$ cat src/inc/mmc_regs.svh
`ifndef MMC_REGS_SVH
`define MMC_REGS_SVH

// Register indices; the byte address on the bus is four times the index
`define MMC_IDX_PAGE 6'h30
`define MMC_IDX_DIRECT 6'h31
`define MMC_IDX_MODE 6'h32
`define MMC_IDX_CTL 6'h33

// Reset values
`define MMC_PAGE_RST 8'hfe
`define MMC_DIRECT_RST 8'h00
`define MMC_CTL_RST 8'h00

// Field positions
`define MMC_MODE_BIT 7
`define MMC_INFO_BIT 0
`define MMC_PAGE_UPPER 4'hf

// Fixed pages of the unpaged local regions
`define MMC_PAGE_LOW 8'hfc
`define MMC_PAGE_MID 8'hfd
`define MMC_PAGE_TOP 8'hff

// Global windows
`define MMC_IDENT_TOP 16'h07ff
`define MMC_INFO_LO 16'h0400
`define MMC_INFO_HI 16'h047f

// Bus answers
`define MMC_RESP_OKAY 2'h0
`define MMC_RESP_SLVERR 2'h2

`endif

$ cat src/inc/mmc_pkg.sv
package mmc_pkg;

  // Bus channel state, one-hot
  typedef enum logic [1:0] {
    HS_IDLE = 2'b01,
    HS_RESP = 2'b10
  } handshake_state_t;

  // Mode bit encoding: 1 normal single-chip, 0 special single-chip
  typedef enum logic {
    MODE_SPECIAL = 1'b0,
    MODE_NORMAL = 1'b1
  } op_mode_t;

endpackage : mmc_pkg

$ cat src/inc/map_if.sv
interface map_if;
  logic [15:0] local_addr;
  logic direct_mode;
  logic [3:0] page;
  logic [7:0] direct_base;
  logic info_on;
  logic [17:0] global_addr;
  logic info_hit;

  modport req (
    output local_addr,
    output direct_mode,
    output page,
    output direct_base,
    output info_on,
    input global_addr,
    input info_hit
  );

  modport map (
    input local_addr,
    input direct_mode,
    input page,
    input direct_base,
    input info_on,
    output global_addr,
    output info_hit
  );
endinterface : map_if

$ cat src/verilog/addr_map.sv
`include "mmc_regs.svh"

module addr_map (
  input wire logic clk,
  input wire logic resetn,
  map_if.map m
);

  logic [15:0] eff_addr;
  logic [7:0] sel_page;
  logic ident_hit;
  logic info_d;
  logic [17:0] global_d;
  logic [17:0] global_q;
  logic info_q;

  ////////////////////////////////////////////////////////////////////////
  // Direct mode takes the upper byte from the direct page base [RULE_08]
  assign eff_addr = m.direct_mode ? {m.direct_base, m.local_addr[7:0]} : m.local_addr;

  // Fixed regions ignore the page register; the window uses it [RULE_02] [RULE_04]
  assign sel_page = (eff_addr[15:14] == 2'b00) ? `MMC_PAGE_LOW :
                    (eff_addr[15:14] == 2'b01) ? `MMC_PAGE_MID :
                    (eff_addr[15:14] == 2'b10) ? {`MMC_PAGE_UPPER, m.page} :
                    `MMC_PAGE_TOP;

  // Register and info-row space keeps its global address unchanged
  assign ident_hit = (eff_addr <= `MMC_IDENT_TOP);
  assign info_d = m.info_on && (eff_addr >= `MMC_INFO_LO) && (eff_addr <= `MMC_INFO_HI); // [RULE_15]
  // Page bits sit above the low fourteen address bits [RULE_06]
  assign global_d = ident_hit ? {2'b00, eff_addr} : {sel_page[3:0], eff_addr[13:0]};

  // Registered result, one cycle behind the request
  always_ff @(posedge clk or negedge resetn) begin
    if (!resetn) begin
      global_q <= 18'h00000;
      info_q <= 1'b0;
    end else begin
      global_q <= global_d;
      info_q <= info_d;
    end
  end

  assign m.global_addr = global_q;
  assign m.info_hit = info_q;
endmodule : addr_map

$ cat src/verilog/memory_map_mode_control.sv
// How it works
// [RULE_01] Page register reads ones above four index bits, resets to fe.
// [RULE_02] Local 8000-bfff window maps onto the selected flash page for both masters.
// [RULE_03] Call and return path loads the page register within one cycle.
// [RULE_04] Low, middle and top local regions use fixed pages fc, fd, ff.
// [RULE_05] Reset page fe makes the whole local space linear flash.
// [RULE_06] Global address is page index bits above fourteen local bits.
// [RULE_07] Direct base resets zero; normal mode takes only its first write.
// [RULE_08] Direct addressing takes address bits 15 to 8 from direct base.
// [RULE_09] Mode bit in bit 7, rest zero, captured from pin after reset.
// [RULE_10] Mode follows the pin in reset and the stored bit afterwards.
// [RULE_11] Outside logic holds the mode pin steady while reset is low.
// [RULE_12] Refused mode write keeps the bit and locks writes outside special mode.
// [RULE_13] Special to normal is allowed; normal to special is refused.
// [RULE_14] While secured every mode change is refused.
// [RULE_15] Info-row bit 0 shows the info row at global 00400-0047f.
// [RULE_16] Normal mode offers no external bus and refuses external accesses.
// [RULE_17] Special mode hands execution to background debug control.
//
// Decided for this implementation: the AXI4-Lite register port.
`include "mmc_regs.svh"

module memory_map_mode_control #(
  parameter int ADDR_W = 8
) (
  input wire logic clk,
  input wire logic resetn,
  input wire logic [ADDR_W-1:0] s_axi_awaddr,
  input wire logic s_axi_awvalid,
  output logic s_axi_awready,
  input wire logic [31:0] s_axi_wdata,
  input wire logic [3:0] s_axi_wstrb,
  input wire logic s_axi_wvalid,
  output logic s_axi_wready,
  output logic [1:0] s_axi_bresp,
  output logic s_axi_bvalid,
  input wire logic s_axi_bready,
  input wire logic [ADDR_W-1:0] s_axi_araddr,
  input wire logic s_axi_arvalid,
  output logic s_axi_arready,
  output logic [31:0] s_axi_rdata,
  output logic [1:0] s_axi_rresp,
  output logic s_axi_rvalid,
  input wire logic s_axi_rready,
  input wire logic mode_select_pin,
  input wire logic secured,
  input wire logic page_load,
  input wire logic [3:0] page_load_data,
  output logic [3:0] page_index_bits,
  input wire logic [15:0] cpu_addr,
  input wire logic cpu_direct,
  output logic [17:0] cpu_global_addr,
  output logic cpu_info_hit,
  input wire logic [15:0] dbg_addr,
  input wire logic dbg_direct,
  output logic [17:0] dbg_global_addr,
  output logic dbg_info_hit,
  output logic special_mode,
  output logic debug_control,
  input wire logic ext_access_req,
  output logic ext_access_err,
  output logic ext_bus_enable
);

  ////////////////////////////////////////////////////////////////////////
  // Register decode helper
  function automatic logic reg_hit(input logic [ADDR_W-1:0] addr, input logic [5:0] idx);
    reg_hit = (addr == ADDR_W'({idx, 2'b00}));
  endfunction : reg_hit

  mmc_pkg::handshake_state_t wr_state_q;
  mmc_pkg::handshake_state_t wr_state_d;
  mmc_pkg::handshake_state_t rd_state_q;
  mmc_pkg::handshake_state_t rd_state_d;
  logic aw_have_q;
  logic w_have_q;
  logic [ADDR_W-1:0] awaddr_q;
  logic [7:0] wbyte_q;
  logic wlane_q;
  logic [1:0] bresp_q;
  logic [31:0] rdata_q;
  logic [1:0] rresp_q;
  logic [3:0] page_q;
  logic [7:0] direct_q;
  logic direct_done_q;
  logic mode_q;
  logic captured_q;
  logic mode_lock_q;
  logic info_q;

  logic aw_take;
  logic w_take;
  logic do_write;
  logic ar_take;
  logic wr_page;
  logic wr_direct;
  logic wr_mode;
  logic wr_ctl;
  logic wr_mapped;
  logic rd_mapped;
  logic op_mode;
  logic is_special;
  logic mode_new;
  logic mode_allowed;
  logic mode_refused;
  logic mode_apply;
  logic direct_apply;
  logic [7:0] rd_byte;

  ////////////////////////////////////////////////////////////////////////
  // Write channel: address and data taken in either order
  assign s_axi_awready = (wr_state_q == mmc_pkg::HS_IDLE) && !aw_have_q;
  assign s_axi_wready = (wr_state_q == mmc_pkg::HS_IDLE) && !w_have_q;
  assign aw_take = s_axi_awvalid && s_axi_awready;
  assign w_take = s_axi_wvalid && s_axi_wready;
  assign do_write = (wr_state_q == mmc_pkg::HS_IDLE) && aw_have_q && w_have_q;
  assign s_axi_bvalid = (wr_state_q == mmc_pkg::HS_RESP);
  assign s_axi_bresp = bresp_q;

  // Write state sequencing
  always_comb begin
    wr_state_d = wr_state_q;
    case (wr_state_q)
      mmc_pkg::HS_IDLE: if (do_write) wr_state_d = mmc_pkg::HS_RESP;
      mmc_pkg::HS_RESP: if (s_axi_bready) wr_state_d = mmc_pkg::HS_IDLE;
      default: wr_state_d = mmc_pkg::HS_IDLE;
    endcase
  end

  // Capture of write address and data
  always_ff @(posedge clk or negedge resetn) begin
    if (!resetn) begin
      wr_state_q <= mmc_pkg::HS_IDLE;
      aw_have_q <= 1'b0;
      w_have_q <= 1'b0;
      awaddr_q <= '0;
      wbyte_q <= 8'h00;
      wlane_q <= 1'b0;
      bresp_q <= `MMC_RESP_OKAY;
    end else begin
      wr_state_q <= wr_state_d;
      if (aw_take) awaddr_q <= s_axi_awaddr;
      if (w_take) wbyte_q <= s_axi_wdata[7:0];
      if (w_take) wlane_q <= s_axi_wstrb[0];
      aw_have_q <= do_write ? 1'b0 : (aw_have_q | aw_take);
      w_have_q <= do_write ? 1'b0 : (w_have_q | w_take);
      if (do_write) bresp_q <= wr_mapped ? `MMC_RESP_OKAY : `MMC_RESP_SLVERR;
    end
  end

  // Writes touch only byte lane 0; unmapped writes answer with an error
  assign wr_page = do_write && wlane_q && reg_hit(awaddr_q, `MMC_IDX_PAGE);
  assign wr_direct = do_write && wlane_q && reg_hit(awaddr_q, `MMC_IDX_DIRECT);
  assign wr_mode = do_write && wlane_q && reg_hit(awaddr_q, `MMC_IDX_MODE);
  assign wr_ctl = do_write && wlane_q && reg_hit(awaddr_q, `MMC_IDX_CTL);
  assign wr_mapped = reg_hit(awaddr_q, `MMC_IDX_PAGE) || reg_hit(awaddr_q, `MMC_IDX_DIRECT) ||
                     reg_hit(awaddr_q, `MMC_IDX_MODE) || reg_hit(awaddr_q, `MMC_IDX_CTL);

  ////////////////////////////////////////////////////////////////////////
  // Operating mode: pin during reset and until captured, stored bit after
  assign op_mode = (resetn && captured_q) ? mode_q : mode_select_pin; // [RULE_10]
  assign is_special = (op_mode == mmc_pkg::MODE_SPECIAL);
  assign special_mode = is_special;
  assign debug_control = is_special; // [RULE_17]
  // No external bus in either single-chip mode
  assign ext_bus_enable = 1'b0; // [RULE_16]
  assign ext_access_err = ext_access_req; // [RULE_16]

  // Mode write legality; equal value is a harmless no-change write
  assign mode_new = wbyte_q[`MMC_MODE_BIT];
  assign mode_allowed = (mode_new == mode_q) ||
                        (mode_q == mmc_pkg::MODE_SPECIAL && mode_new == mmc_pkg::MODE_NORMAL); // [RULE_13]
  assign mode_refused = wr_mode && (mode_new != mode_q) && (!mode_allowed || secured); // [RULE_12] [RULE_14]
  assign mode_apply = wr_mode && !mode_refused && (!mode_lock_q || is_special); // [RULE_12]
  // Direct base: any write in special mode; in normal mode only if it is the first direct write since reset
  assign direct_apply = wr_direct && (is_special || !direct_done_q); // [RULE_07]

  // Mode capture happens on the first clock after reset release
  always_ff @(posedge clk or negedge resetn) begin
    if (!resetn) begin
      captured_q <= 1'b0;
      mode_q <= 1'b0;
      mode_lock_q <= 1'b0;
    end else begin
      captured_q <= 1'b1;
      if (!captured_q) mode_q <= mode_select_pin; // [RULE_09]
      else if (mode_apply) mode_q <= mode_new; // [RULE_13]
      if (mode_refused) mode_lock_q <= 1'b1; // [RULE_12]
    end
  end

  ////////////////////////////////////////////////////////////////////////
  // Mapping registers; call/return path wins over a bus write
  always_ff @(posedge clk or negedge resetn) begin
    if (!resetn) begin
      page_q <= 4'(`MMC_PAGE_RST); // [RULE_01] [RULE_05]
      direct_q <= `MMC_DIRECT_RST; // [RULE_07]
      direct_done_q <= 1'b0;
      info_q <= 1'(`MMC_CTL_RST);
    end else begin
      if (page_load) page_q <= page_load_data; // [RULE_03]
      else if (wr_page) page_q <= wbyte_q[3:0]; // [RULE_01]
      if (direct_apply) direct_q <= wbyte_q; // [RULE_07]
      if (wr_direct) direct_done_q <= 1'b1;
      if (wr_ctl) info_q <= wbyte_q[`MMC_INFO_BIT]; // [RULE_15]
    end
  end

  assign page_index_bits = page_q;

  ////////////////////////////////////////////////////////////////////////
  // Read channel: one outstanding read, data from a register
  assign s_axi_arready = (rd_state_q == mmc_pkg::HS_IDLE);
  assign ar_take = s_axi_arvalid && s_axi_arready;
  assign s_axi_rvalid = (rd_state_q == mmc_pkg::HS_RESP);
  assign s_axi_rdata = rdata_q;
  assign s_axi_rresp = rresp_q;
  assign rd_mapped = reg_hit(s_axi_araddr, `MMC_IDX_PAGE) || reg_hit(s_axi_araddr, `MMC_IDX_DIRECT) ||
                     reg_hit(s_axi_araddr, `MMC_IDX_MODE) || reg_hit(s_axi_araddr, `MMC_IDX_CTL);
  // Read mux; upper and reserved bits are constants
  assign rd_byte = reg_hit(s_axi_araddr, `MMC_IDX_PAGE) ? {`MMC_PAGE_UPPER, page_q} : // [RULE_01]
                   reg_hit(s_axi_araddr, `MMC_IDX_DIRECT) ? direct_q :
                   reg_hit(s_axi_araddr, `MMC_IDX_MODE) ? {mode_q, 7'h00} : // [RULE_09]
                   reg_hit(s_axi_araddr, `MMC_IDX_CTL) ? {7'h00, info_q} : 8'h00;

  // Read state sequencing
  always_comb begin
    rd_state_d = rd_state_q;
    case (rd_state_q)
      mmc_pkg::HS_IDLE: if (ar_take) rd_state_d = mmc_pkg::HS_RESP;
      mmc_pkg::HS_RESP: if (s_axi_rready) rd_state_d = mmc_pkg::HS_IDLE;
      default: rd_state_d = mmc_pkg::HS_IDLE;
    endcase
  end

  always_ff @(posedge clk or negedge resetn) begin
    if (!resetn) begin
      rd_state_q <= mmc_pkg::HS_IDLE;
      rdata_q <= 32'h00000000;
      rresp_q <= `MMC_RESP_OKAY;
    end else begin
      rd_state_q <= rd_state_d;
      if (ar_take) rdata_q <= {24'h000000, rd_byte};
      if (ar_take) rresp_q <= rd_mapped ? `MMC_RESP_OKAY : `MMC_RESP_SLVERR;
    end
  end

  ////////////////////////////////////////////////////////////////////////
  // One mapper per master; both share page, direct base and info bit
  map_if cpu_m ();
  map_if dbg_m ();

  assign cpu_m.local_addr = cpu_addr;
  assign cpu_m.direct_mode = cpu_direct;
  assign cpu_m.page = page_q;
  assign cpu_m.direct_base = direct_q;
  assign cpu_m.info_on = info_q;
  assign dbg_m.local_addr = dbg_addr;
  assign dbg_m.direct_mode = dbg_direct;
  assign dbg_m.page = page_q;
  assign dbg_m.direct_base = direct_q;
  assign dbg_m.info_on = info_q;

  addr_map u_cpu_map (
    .clk(clk),
    .resetn(resetn),
    .m(cpu_m.map)
  );

  addr_map u_dbg_map (
    .clk(clk),
    .resetn(resetn),
    .m(dbg_m.map)
  );

  assign cpu_global_addr = cpu_m.global_addr;
  assign cpu_info_hit = cpu_m.info_hit;
  assign dbg_global_addr = dbg_m.global_addr;
  assign dbg_info_hit = dbg_m.info_hit;
endmodule : memory_map_mode_control

$ cat config.mk
export PLATFORM = sky130hd
export DESIGN_NAME = memory_map_mode_control
export DESIGN_NICKNAME = d
export VERILOG_FILES = /design/src/inc/mmc_pkg.sv /design/src/inc/map_if.sv /design/src/verilog/addr_map.sv /design/src/verilog/memory_map_mode_control.sv
export VERILOG_INCLUDE_DIRS = /design/src /design/src/inc
export SDC_FILE = /design/constraint.sdc
export NUM_CORES = 1
export LEC_CHECK = 0
export BUFFER_PORTS_ARGS = -buffer_cell sky130_fd_sc_hd__buf_2
export CAP_MARGIN = 0
export CORE_UTILIZATION = 45
export CTS_BUF_LIST = sky130_fd_sc_hd__clkbuf_16
export CTS_CLUSTER_DIAMETER = 120
export DETAILED_ROUTE_END_ITERATION = 7
export GPL_TIMING_DRIVEN = 0
export PLACE_DENSITY = 0.83
export SYNTH_ARGS = -nofsm -noshare
export SYNTH_HDL_FRONTEND = slang
export SYNTH_SLANG_ARGS = --single-unit
export TNS_END_PERCENT = 100
$ cat constraint.sdc
create_clock -name clk -period 2.5 [get_ports clk]
set_input_delay 0.375 -clock clk [delete_from_list [all_inputs] [get_ports clk]]
set_output_delay 0.375 -clock clk [all_outputs]
set_load 0.01 [all_outputs]
Yosys cells after proc, flatten, opt, wreduce, memory -nomap -nowiden
Cells that the tools add are included.
{"block": "totals", "register_bits": 90, "output_inout_bits": 87, "word_cells": 127}
{"block": "op_classes", "magnitude_cmp": 6, "n_eq_ne": 23, "muxes": 29, "n_bitwise": 4, "reduce_logical": 44}
{"op": "$eq 8x8->1 const B", "n": 8}
{"op": "$le 16x11->1 const B", "n": 4}
{"op": "$mux 18", "n": 2}
{"op": "$ge 16x11->1 const B", "n": 2}
{"op": "$mux 16", "n": 2}
{"op": "$mux 4", "n": 8}
{"op": "$mux 8", "n": 3}
{"op": "$logic_and 1x1->1", "n": 23}
{"op": "$mux 2", "n": 6}
{"op": "$logic_or 1x1->1", "n": 10}
{"op": "$eq 2x1->1 const B", "n": 4}
{"op": "$eq 2x2->1 const B", "n": 4}
{"op": "$ne 2x1->1 const B", "n": 4}
{"op": "$pmux 2 s2", "n": 2}
{"op": "$logic_not 1->1", "n": 6}
{"op": "$mux 1", "n": 6}
{"op": "$logic_not 2->1", "n": 2}
{"op": "$reduce_and 2->1", "n": 2}
{"op": "$ne 2x2->1 const B", "n": 1}
{"op": "$not 1->1", "n": 2}
{"op": "$or 1x1->1", "n": 2}
{"op": "$reduce_bool 2->1", "n": 1}
{"op": "$eq 1x1->1", "n": 1}
{"op": "$ne 1x1->1", "n": 1}

Logic depth before layout (Yosys ltp)
Gate-level depths: netlist of run 1.
{"block": "depth", "word_depth": 12, "mapped_depth": 6, "depth_no_buf": 6}

By module
From an unflattened synthesis of run 1, not the netlist that was laid out.
{"block": "unflattened", "cells_unflattened": 302, "hier_area_um2": 3764.9}
{"mod": "memory_map_mode_control", "n_inst": 1, "cells_each": 212, "area_per_inst_um2": 2418.6, "seq_area_each_um2": 1257.5}
{"mod": "addr_map", "n_inst": 2, "cells_each": 45, "area_per_inst_um2": 673.1, "seq_area_each_um2": 475.5}

Least setup slack after synthesis of run 1
No wires, ideal clock.
{"block": "synth_timing", "path_kind": "reg2reg", "startpoint": "register awaddr_q[1]", "endpoint": "register direct_q[0], in the netlist cpu_m.direct_base[0]", "setup_ns": 0.125, "t_arrival_ns": 1.734, "required_time_ns": 2.375, "slack_ns": 0.641, "stages_incl_launch_ff": 5, "n_path_buf": 0, "cell_sequence": "dfrtp_1 -> or4_4 -> nor4_4 -> nand4b_4 -> mux2_2"}
{"block": "synth_between", "elab_chain_len": 3}
{"element": "from (decl)", "line_no": "memory_map_mode_control.sv:77", "text": "logic [ADDR_W-1:0] awaddr_q;"}
{"element": "from (signal assigned)", "line_no": "memory_map_mode_control.sv:142", "text": "if (aw_take) awaddr_q <= s_axi_awaddr;"}
{"element": "$eq 8x8->1", "line_no": "memory_map_mode_control.sv:68", "text": "reg_hit = (addr == ADDR_W'({idx, 2'b00}));"}
{"element": "$logic_and 1x1->1", "line_no": "memory_map_mode_control.sv:153", "text": "assign wr_direct = do_write && wlane_q && reg_hit(awaddr_q, `MMC_IDX_DIRECT);"}
{"element": "$logic_and 1x1->1", "line_no": "memory_map_mode_control.sv:176", "text": "assign direct_apply = wr_direct && (is_special || !direct_done_q);"}
{"element": "to (signal assigned)", "line_no": "memory_map_mode_control.sv:197", "text": "direct_q <= `MMC_DIRECT_RST;"}
{"element": "to (signal assigned)", "line_no": "memory_map_mode_control.sv:203", "text": "if (direct_apply) direct_q <= wbyte_q;"}
{"element": "to (decl)", "line_no": "memory_map_mode_control.sv:84", "text": "logic [7:0] direct_q;"}
No other way between the ends.
A chain may end at the register's enable or synchronous reset.

Worst setup path after layout of run 1
{"block": "layout_timing", "startpoint": "register wr_state_q[0]", "endpoint": "register direct_q[1], in the netlist cpu_m.direct_base[1]"}
{"block": "layout_between", "elab_chain_len": 6}
{"element": "from (decl)", "line_no": "memory_map_mode_control.sv:71", "text": "mmc_pkg::handshake_state_t wr_state_q;"}
{"element": "from (signal assigned)", "line_no": "memory_map_mode_control.sv:133", "text": "wr_state_q <= mmc_pkg::HS_IDLE;"}
{"element": "from (signal assigned)", "line_no": "memory_map_mode_control.sv:141", "text": "wr_state_q <= wr_state_d;"}
{"element": "$eq 2x1->1", "line_no": "memory_map_mode_control.sv:116", "text": "assign do_write = (wr_state_q == mmc_pkg::HS_IDLE) && aw_have_q && w_have_q;"}
{"element": "$logic_and 1x1->1 (2 in series)", "line_no": "memory_map_mode_control.sv:116"}
{"element": "$logic_and 1x1->1 (2 in series)", "line_no": "memory_map_mode_control.sv:153"}
{"element": "$logic_and 1x1->1", "line_no": "memory_map_mode_control.sv:176"}
No other way between the ends.

==> metrics.cfg, run 1 <==
[worst_setup_path]
worstSetupPathType=reg -> reg
critPathCaptureType=flip-flop
crit_chain=nand4b_1, nor4_4, nand4b_4, mux2_2
critPathLaunchType=flip-flop
path_max_fanout=8
max_stage_delay_ns=0.55
required_ns=2.71
arrival_ns=2.28
cp_slowest_cell=dfstp_2

[logic_synthesis]
synth-edff-count=0
ys_ff_latch=88
netlist_instances=296
postSynthAreaPerCell_sq_um=12.6
ys_seq_area_frac=0.593
synth_common_cells=dfrtp_1, mux2_2, buf_4
yosys-top-cells-area=dfrtp_1, mux2_2, buf_4
async_reset_ff_frac=1.00
ys.flop_type=dfrtp_1
yosysWarnings=0
synth_top_area_frac=0.557
synth_most_common_cell=dfrtp_1
yosysUniqueCellTypes=40
syn-cell-area_sq_um=3730
yosysTopAreaCell=dfrtp_1

[timing]
hold_violations=0
timing.hold.ws_ns=0.0621
fin_crit_ns=2.07
finalSetupViolCount=0
max_slew_margin=0.632
clock.fmax_ghz=0.483
finalClockSkew_ns=0.00513
rsz0062_at_grt=no
tightest_slew_ns=0.552
slew_violations=0
fin_crit_sh=0.829

[pwr]
combPwrFrac=0.218
p_leak_nw=2.54
clkPwrFrac=0.331
vdd_drop_max_mv=0.483
power_density_nw_per_um2=845
internal_power_mw=3.03
seq_power_share=0.451
sw_frac_of_total=0.278
netSwitchingPower_mw=1.17

[final_layout]
areaGrowthSynthToFinish_pct=33.2
nets=567
antenna_cells=0
multi_input_area_sq_um=1330
drive_above_1_share=0.485
final_util=0.633
seq_area_sq_um=2210
fillers=655

[flow_run]
maxCapViolations=0

[grt]
grt_overflow_total=0
grt_use_total=0.201
antenna_found_initial=0
grt_start_max_net_pins=60
grt_pass1_wl_um=13200
first_global_vias=2715

[routing]
drc=0
routed_wl_um=8110
wl_per_cell_um=14.2
drt_pre_antenna_iters=4
antenna_left=0
vias_per_cell=4.85
num_vias=2773
dr.first_iter.drc_count=114

[floorplan]
pin_count=188
die_area_sq_um=8650
initial_core_util=0.475
fp.dieH_um=93.0
die_width_um=93.0
coreArea_sq_um=7850
rows=32

[cts]
clock_path_buffers=2
htree_levels=3
postCtsSetupBuffers=0
clock_sinks=88
clock_latency_ns=0.33
cts.clk_slew.worst_paths_ns=0.06
cts_tree=yes
cts_root_buffer=clkbuf_16
cts_buffers=9
cts_resized=0

[place]
place.gp.congestion=0.901
port_buffers=130
hpwl_um=6270

[outcome]
status=finished, final reports clean

[hold_path]
hold_path_class=in -> async

[critical path: cells and delay by family (launching register included)]
family           cells  cell delay [ns]
and+or+nand+nor      3             1.07
DFF                  1             0.55
muxes                1             0.33
[metrics by stage]
stage	TNS (ns)	power [mW]	instances	setup slack, ns	area [sq um]
final	0	4.19	572	0.428	4960
after global routing	0	4.44	572	0.300	4960
after detailed placement	0	2.84	555	0.141	4630
after global placement	-8.51	2.78	554	-0.859	4600
after CTS	0	4.25	572	0.409	4960
after floorplan	0	2.49	322	0.641	3820
[cells by family after synthesis]
family | after synthesis | share of synthesized area
buffers and inverters | 46 | 0.0756
AND/OR/NAND/NOR | 67 | 0.106
adder cells (fa/ha/maj) | 1 | 0.00336
AO/OA/AOI/OAI | 44 | 0.0776
multiplexers | 48 | 0.142
other | 2 | 0.00202
flip-flops | 88 | 0.593
[power groups by stage]
stage | Sequential (mW) | Clock (mW) | Combinational [mW]
2_1_floorplan | 1.89 | 0 | 0.605
3_3_place_gp | 1.91 | 0 | 0.875
3_5_place_dp | 1.92 | 0 | 0.920
4_1_cts | 1.90 | 1.43 | 0.928
5_1_grt | 1.93 | 1.49 | 1.02
6_report | 1.89 | 1.39 | 0.915
[sequential cells by signal, indices dropped and copies added, names as in the netlist, 2 cells and up]
register                 cells
cpu_m.direct_base            8
wbyte_q                      8
awaddr_q                     8
page_index_bits              4
rd_state_q                   2
s_axi_rdata                  8
wr_state_q                   2
u_cpu_map.m.global_addr     18
u_dbg_map.m.global_addr     18
[path summary, 6_finish.rpt]
check	start	endpoint	cells after the start	slack (ns)
min reg2reg	s_axi_rdata[6]$_DFFE_PN0P_	s_axi_rdata[6]$_DFFE_PN0P_	2	0.47
min	resetn	awaddr_q[4]$_DFFE_PN0P_	2	0.06
max in group asynchronous	resetn	rd_state_q[0]$_DFFE_PN1P_	2	2.10
max	wr_state_q[0]$_DFFE_PN1P_	cpu_m.direct_base[1]$_DFFE_PN0P_	4	0.43
max reg2reg	wr_state_q[0]$_DFFE_PN1P_	cpu_m.direct_base[1]$_DFFE_PN0P_	4	0.43
min in group clk	cpu_addr[0]	u_cpu_map.m.global_addr[0]$_DFF_PN0_	1	0.15
[cell usage in the layout, fill, tap and decap left out, types with 3 or more instances in the layout]
master	synthesis	final
a211oi_1	3	3
o21ai_0	9	9
inv_1	8	9
nand2b_1	3	3
mux2i_1	8	8
a21oi_1	9	9
o21a_1	5	5
nand2_1	16	16
nor2b_1	8	8
clkbuf_1	9	9
dfrtp_1	83	83
mux2_2	40	40
conb_1	2	28
buf_2	0	129
nor2_1	17	17
dfstp_2	5	5
a22oi_1	3	3
o31ai_1	8	8
clkbuf_16	0	9
buf_4	29	30
[area by class of cell]
type | count | share of cell area
buffer | 38 | 0.0507
clock buffer | 9 | 0.0454
clock inverter | 7 | 0.0176
inverter | 8 | 0.00605
multi-input combinational | 188 | 0.269
sequential | 88 | 0.445
tap | 102 | 0.0257
timing repair buffer | 132 | 0.141
[repair_timing]
action / in CTS / in global routing
setup endpoints to repair: 0 / 0
hold buffers: 1 / 0
endpoints found under the hold margin: 27 / 0
[layer usage]
| metal | wire [um] | track usage |
|---|---|---|
| met1 | 3350 | 0.245 |
| met2 | 4090 | 0.343 |
| met3 | 516 | 0.0382 |
| met4 | 150 | 0.0936 |
| met5 | 0 | 0 |
Note: power is estimated with default switching activity, not from simulation.
==> inputs of run 2 (changes only) <==
ABC_AREA = 1   (was unset)
CORE_UTILIZATION = 42   (was 45)
PLACE_DENSITY = 0.81   (was 0.83)
clock period = 1.9 ns   (was 2.5 ns; I/O delays follow)
==> run 2 against run 1 <==
Highest routed layer unchanged; the flow now finishes with violations (negative hold slack); synthesized cell count rose by 44%; utilization fell by 4.5 points; first-iteration DRC count fell by 2.6%.
==> metrics.cfg, run 2 <==
[outcome]
status=finished, violations left  ; was finished, final reports clean
violations=negative hold slack

[worst_setup_path]
regToRegStartpoint=wr_state_q[0]$_DFFE_PN1P_  ; unchanged
critPathLaunchType=flip-flop  ; unchanged
crit_buf_inv=3  ; was 0
critPathCaptureType=output pin  ; was flip-flop
rrSetupSlack_ns=0.41  ; was 0.43 ns
worstRegToRegCells=8  ; was 4
worstReg2RegEnd=cpu_m.direct_base[7]$_DFFE_PN0P_  ; was cpu_m.direct_base[1]$_DFFE_PN0P_
max_stage_delay_ns=0.54  ; was 0.55 ns
cp_slowest_cell=dfstp_2  ; unchanged
arrival_ns=1.39  ; was 2.28 ns
path_max_fanout=4  ; was 8
crit_chain=inv_2, nor2_4, inv_2, nor2_4, buf_2  ; was nand4b_1, nor4_4, nand4b_4, mux2_2
worstSetupPathType=reg -> out  ; was reg -> reg
required_ns=1.62  ; was 2.71 ns
critPathTopFamily=flip-flops  ; was simple AND/OR/NAND/NOR gates

[pwr]
vdd_drop_max_mv=0.736  ; was 0.483 mV
power_density_nw_per_um2=1040  ; was 845 nW/um^2
p_leak_nw=2.93  ; was 2.54 nW

[final_layout]
antenna_cells=0  ; unchanged
areaGrowthSynthToFinish_pct=32.9  ; was 33.2%
layout_commonest_cell=buf_2  ; unchanged
fillers=766  ; was 655
drive_above_1_share=0.405  ; was 0.485
final_util=0.588  ; was 0.633
final_cell_mix=buf_2, nand2_1, dfrtp_1  ; was buf_2, dfrtp_1, mux2_2
nets=700  ; was 567

[floorplan]
pin_count=188  ; unchanged
fp.dieH_um=98.7  ; was 93.0 um
die_area_sq_um=9750  ; was 8650 sq um
initial_core_util=0.442  ; was 0.475
coreArea_sq_um=8890  ; was 7850 sq um
die_width_um=98.7  ; was 93.0 um
rows=34  ; was 32

[cts]
htree_levels=3  ; unchanged
clock_path_buffers=2  ; unchanged
cts_root_buffer=clkbuf_16  ; unchanged
clock_latency_ns=0.33  ; about the same
cts_tree=yes  ; unchanged
cts.clk_slew.worst_paths_ns=0.07  ; was 0.06 ns
clock_sinks=88  ; unchanged
cts_buffers=9  ; unchanged

[timing]
finalSetupViolCount=0  ; unchanged
fin_crit_sh=0.882
slew_violations=0  ; unchanged
fin_crit_ns=1.68
timing.hold.ws_ns=-0.00624  ; was 0.0621 ns
hold_violations=5  ; was 0
finalClockSkew_ns=0.00880  ; was 0.00513 ns
rsz0062_at_grt=no  ; unchanged
clock.fmax_ghz=0.597

[routing]
drt_pre_antenna_iters=5  ; was 4
num_vias=3296  ; was 2773
wl_per_cell_um=13.1  ; was 14.2 um
routed_wl_um=9330  ; was 8110 um
antenna_left=0  ; unchanged
vias_per_cell=4.64  ; was 4.85
dr.first_iter.drc_count=111  ; was 114
drc=0  ; unchanged

[logic_synthesis]
ys_ff_latch=88  ; unchanged
synth_top_area_frac=0.528  ; was 0.557
async_reset_ff_frac=1.00  ; unchanged
syn-cell-area_sq_um=3930  ; was 3730 sq um
yosysUniqueCellTypes=31  ; was 40
yosysTopAreaCell=dfrtp_1  ; unchanged
netlist_instances=425  ; was 296
synth_most_common_cell=nand2_1  ; was dfrtp_1
yosys-top-cells-area=dfrtp_1, nand2_1, buf_4  ; was dfrtp_1, mux2_2, buf_4
postSynthAreaPerCell_sq_um=9.25  ; was 12.6 sq um
ys.flop_type=dfrtp_1  ; unchanged
synth_common_cells=nand2_1, dfrtp_1, inv_1  ; was dfrtp_1, mux2_2, buf_4
ys_seq_area_frac=0.562  ; was 0.593
yosysWarnings=0  ; unchanged
synth-edff-count=0  ; unchanged

[grt]
grt_start_max_net_pins=46  ; was 60
antenna_found_initial=0  ; unchanged
grt_use_total=0.197  ; was 0.201
grt_pass1_wl_um=14900  ; was 13200 um
first_global_vias=3249  ; was 2715
grt_overflow_total=0  ; unchanged

[place]
hpwl_um=7020  ; was 6270 um
place.gp.congestion=0.784  ; was 0.901
port_buffers=131  ; was 130

[hold_path]
hold_path_class=in -> async  ; unchanged

[flow_run]
maxCapViolations=0  ; unchanged

==> run 2: cell types whose count changed after synthesis, sizes merged, moves of 8 or more <==
cell | previous run | this run
clkbuf | 9 | 0
nand2 | 16 | 106
mux2i | 8 | 0
o31ai | 8 | 0
nor2b | 8 | 0
a21oi | 9 | 20
o21ai | 9 | 34
inv | 8 | 57
nor2 | 17 | 45
mux2 | 40 | 2
nand3 | 1 | 21
==> run 2: tightest hold or removal path: cells and delay by family <==
| kind | cells | cell delay [ns] |
|---|---|---|
| buf+inv | 3 | 0.40 |
==> run 2: cell families after synthesis <==
| family | share of synthesized area |
|---|---|
| muxes | 0.00573 |
| AOI/OAI and AO/OA | 0.0901 |
| buffers and inverters | 0.121 |
| adders and majority gates | 0.00318 |
| other | 0.00191 |
| DFF | 0.562 |
| and+or+nand+nor | 0.216 |
==> run 2: what timing repair did <==
action	CTS	global route
endpoints found under the hold margin	38	0
buffers inserted	0	0
gates resized for setup	1	0
hold buffers	4	0
endpoints found under the setup margin	1	0
==> run 2: metal layers <==
layer | global-route usage | routed length [um] | vias to the layer above
li1 | - | - | 1614
met1 | 0.236 | 3840 | 1533
met2 | 0.352 | 4830 | 135
met3 | 0.0326 | 529 | 14
met4 | 0.0758 | 125 | 0
met5 | 0 | 0 | -
==> run 2: worst max path at each step <==
| stage | from | end | cells after the start |
|---|---|---|---|
| after global placement | resetn | cpu_m.direct_base[6]$_DFFE_PN0P_ | 8 |
| after CTS | wr_state_q[0]$_DFFE_PN1P_ | s_axi_awready | 5 |
| final | wr_state_q[0]$_DFFE_PN1P_ | s_axi_awready | 5 |
| after floorplan | wr_state_q[0]$_DFFE_PN1P_ | awaddr_q[4]$_DFFE_PN0P_ | 8 |
| after detailed placement | resetn | cpu_m.direct_base[7]$_DFFE_PN0P_ | 10 |
| after global routing | wr_state_q[0]$_DFFE_PN1P_ | s_axi_awready | 5 |
==> run 2: cell type report <==
class	instances	area [sq um]	area share
Tap cell	108	135	0.0259
Multi-Input combinational cell	272	1350	0.257
Timing Repair Buffer	136	767	0.147
Inverter	57	214	0.0409
Clock buffer	9	225	0.0431
Sequential cell	88	2210	0.423
Clock inverter	7	70.1	0.0134
Buffer	34	262	0.0500
==> run 2: per-stage QoR <==
step                      setup TNS, ns  instances  power, mW  instance area (sq um)  setup slack (ns)
after global placement           -24.23        690       3.61                   4820            -0.866
after detailed placement         -0.596        691       3.70                   4850            -0.108
final                                 0        711       5.43                   5230             0.225
after global routing                  0        711       5.73                   5230             0.178
after CTS                             0        711       5.48                   5230             0.221
after floorplan                       0        451       3.23                   4030             0.549
==> run 2: where the power goes <==
group          internal [mW]  switching [mW]  total, mW  leakage [nW]
Clock                   1.02           0.737       1.76         0.148
Combinational          0.499           0.817       1.32          1.72
Sequential              2.19           0.166       2.36          1.07
==> inputs of run 3 (changes only) <==
ABC_AREA = unset   (was 1)
CORE_UTILIZATION = 41   (was 42)
PLACE_DENSITY = 0.8   (was 0.81)
==> run 3 against run 2 <==
The run ends with negative setup slack left; via count shrank 17%; die area decreased by 2.8%; fmax down 15%; utilization shrank 0.77 points; clock skew shrank 0.0022 ns; flip-flop and latch count unchanged; non-clock buffer count increased by 5; sequential share of layout area grew 1.2 points; cell count decreased by 18%; global-route usage shrank 1.1 points; worst setup slack got worse by 0.30 ns; first-iteration DRC count fell by 42%; critical path type is now reg -> reg; largest cell class unchanged.
==> metrics.cfg, run 3 (synthesized netlist as in run 1, its figures left out) <==
[outcome]
status=finished, violations left  ; unchanged
violations=negative setup slack  ; was negative hold slack

[pwr]
combPwrFrac=0.207  ; was 0.242
vdd_drop_max_mv=0.718  ; was 0.736 mV
seq_power_share=0.431  ; was 0.434
netSwitchingPower_mw=1.56  ; was 1.72 mW
internal_power_mw=4.27  ; was 3.71 mW
fin_total_pwr_mw=5.83  ; was 5.43 mW
power_density_nw_per_um2=1150  ; was 1040 nW/um^2
clkPwrFrac=0.362  ; was 0.324
sw_frac_of_total=0.268  ; was 0.316
p_leak_nw=2.60  ; was 2.93 nW

[routing]
vias_per_cell=4.70  ; was 4.64
drt_pre_antenna_iters=4  ; was 5
dr.first_iter.drc_count=64  ; was 111
drc=0  ; unchanged
antenna_left=0  ; unchanged
routed_wl_um=8330  ; was 9330 um
num_vias=2743  ; was 3296
wl_per_cell_um=14.3  ; was 13.1 um

[timing]
slew_violations=0  ; unchanged
fin_crit_sh=1.04  ; was 0.882
rsz0062_at_grt=yes  ; was no
finalSetupViolCount=9  ; was 0
fin_crit_ns=1.97  ; was 1.68 ns
finalClockSkew_ns=0.00656  ; was 0.00880 ns
hold_violations=0  ; was 5
fin_setup_tns_ns=-0.357  ; was 0 ns
clock.fmax_ghz=0.507  ; was 0.597 GHz
layout_setup_ws_ns=-0.0725  ; was 0.225 ns

[floorplan]
coreArea_sq_um=8760  ; was 8890 sq um
die_width_um=97.3  ; was 98.7 um
die_area_sq_um=9470  ; was 9750 sq um
fp.dieH_um=97.3  ; was 98.7 um
pin_count=188  ; unchanged
rows=34  ; unchanged
initial_core_util=0.425  ; was 0.442

[grt]
antenna_found_initial=0  ; unchanged
first_global_vias=2714  ; was 3249
grt_overflow_total=0  ; unchanged
grt_pass1_wl_um=13500  ; was 14900 um
grt_start_max_net_pins=53  ; was 46
grt_use_total=0.185  ; was 0.197

[flow_run]
maxCapViolations=0  ; unchanged

[worst_setup_path]
regToRegStartpoint=awaddr_q[0]$_DFFE_PN0P_  ; was wr_state_q[0]$_DFFE_PN1P_
critPathCaptureType=flip-flop  ; was output pin
critPathLaunchType=flip-flop  ; unchanged
worstRegToRegCells=4  ; was 8
path_max_fanout=8  ; was 4
worstSetupPathType=reg -> reg  ; was reg -> out
arrival_ns=2.19  ; was 1.39 ns
worstReg2RegEnd=cpu_m.direct_base[7]$_DFFE_PN0P_  ; unchanged
required_ns=2.12  ; was 1.62 ns
rrSetupSlack_ns=-0.07  ; was 0.41 ns

[final_layout]
antenna_cells=0  ; unchanged
nets=572  ; was 700
drive_above_1_share=0.493  ; was 0.405
fillers=768  ; was 766
fin_area_sq_um=5080  ; was 5230 sq um
final_cell_mix=buf_2, dfrtp_1, mux2_2  ; was buf_2, nand2_1, dfrtp_1
layout_commonest_cell=buf_2  ; unchanged
final_util=0.580  ; was 0.588
areaGrowthSynthToFinish_pct=36.4  ; was 32.9%

[cts]
cts_root_buffer=clkbuf_16  ; unchanged
cts.clk_slew.worst_paths_ns=0.06  ; was 0.07 ns
htree_levels=3  ; unchanged
cts_buffers=9  ; unchanged
clock_path_buffers=2  ; unchanged
clock_sinks=88  ; unchanged
cts_tree=yes  ; unchanged
clock_latency_ns=0.33  ; about the same

[hold_path]
hold_path.startpoint=cpu_addr[3]
hold_path_end=u_cpu_map.m.global_addr[3]$_DFF_PN0_
hold_path_class=in -> reg  ; was in -> async
hold_depth=1

[place]
placed_area_sq_um=4640  ; was 4850 sq um
port_buffers=130  ; was 131
place.gp.congestion=0.764  ; was 0.784
hpwl_um=6350  ; was 7020 um
dpl_worst_slack_ns=-0.207  ; was -0.108 ns

[run 3: worst max-delay path by stage]
stage                               from  slack [ns]                                to
2_1_floorplan    awaddr_q[1]$_DFFE_PN0P_        0.04  cpu_m.direct_base[0]$_DFFE_PN0P_
4_1_cts          awaddr_q[0]$_DFFE_PN0P_        -0.1  cpu_m.direct_base[7]$_DFFE_PN0P_
6_report         awaddr_q[0]$_DFFE_PN0P_       -0.07  cpu_m.direct_base[7]$_DFFE_PN0P_
3_5_place_dp   wr_state_q[0]$_DFFE_PN1P_       -0.21  cpu_m.direct_base[0]$_DFFE_PN0P_
3_3_place_gp                      resetn       -1.36  cpu_m.direct_base[7]$_DFFE_PN0P_
5_1_grt          awaddr_q[0]$_DFFE_PN0P_       -0.15  cpu_m.direct_base[7]$_DFFE_PN0P_
[run 3: critical path: stages, from the launching register on]
cell	delay, ns
dfrtp_1	0.37
or4_4	0.55
nor4_4	0.34
nand4b_4	0.24
mux2_4	0.36
[run 3: what timing repair did]
action / CTS / global route
buffers inserted: 4 / 1
gates resized for setup: 2 / 2
pin swaps: 5 / 2
setup endpoints to repair: 10 / 16
hold buffers: 3 / 0
endpoints found under the hold margin: 35 / 0
[run 3: power by group through the flow]
stage	clock (mW)	sequential, mW	combinational (mW)
final	2.11	2.51	1.21
after floorplan	0	2.48	0.796
after global routing	2.23	2.57	1.33
after global placement	0	2.49	1.16
after detailed placement	0	2.52	1.23
after CTS	2.15	2.49	1.26
[run 3: stage by stage]
stage	cells	hold slack [ns]
final	583	0.0563
after global routing	583	0.0400
after CTS	584	0.0447
after detailed placement	561	0.284
after global placement	560	0.393
after floorplan	322	-0.0106
[run 3: final cells by class]
cell class              count  area, sq um  area share
multi-input cells         188         1340       0.263
clock buffers               9          225      0.0443
inverters                   8         30.0     0.00591
repair buffers            139          766       0.151
flip-flops and latches     88         2210       0.435
clock inverters             7          136      0.0268
well taps                 108          135      0.0266
plain buffers              36          244      0.0480
[run 3: routing by layer]
| layer | vias to the layer above | routed length, um | GRT usage |
|---|---|---|---|
| met5 | - | 0 | 0 |
| met4 | 0 | 131 | 0.0656 |
| met3 | 12 | 641 | 0.0583 |
| met2 | 107 | 4230 | 0.320 |
| met1 | 1302 | 3330 | 0.218 |
| li1 | 1322 | - | - |
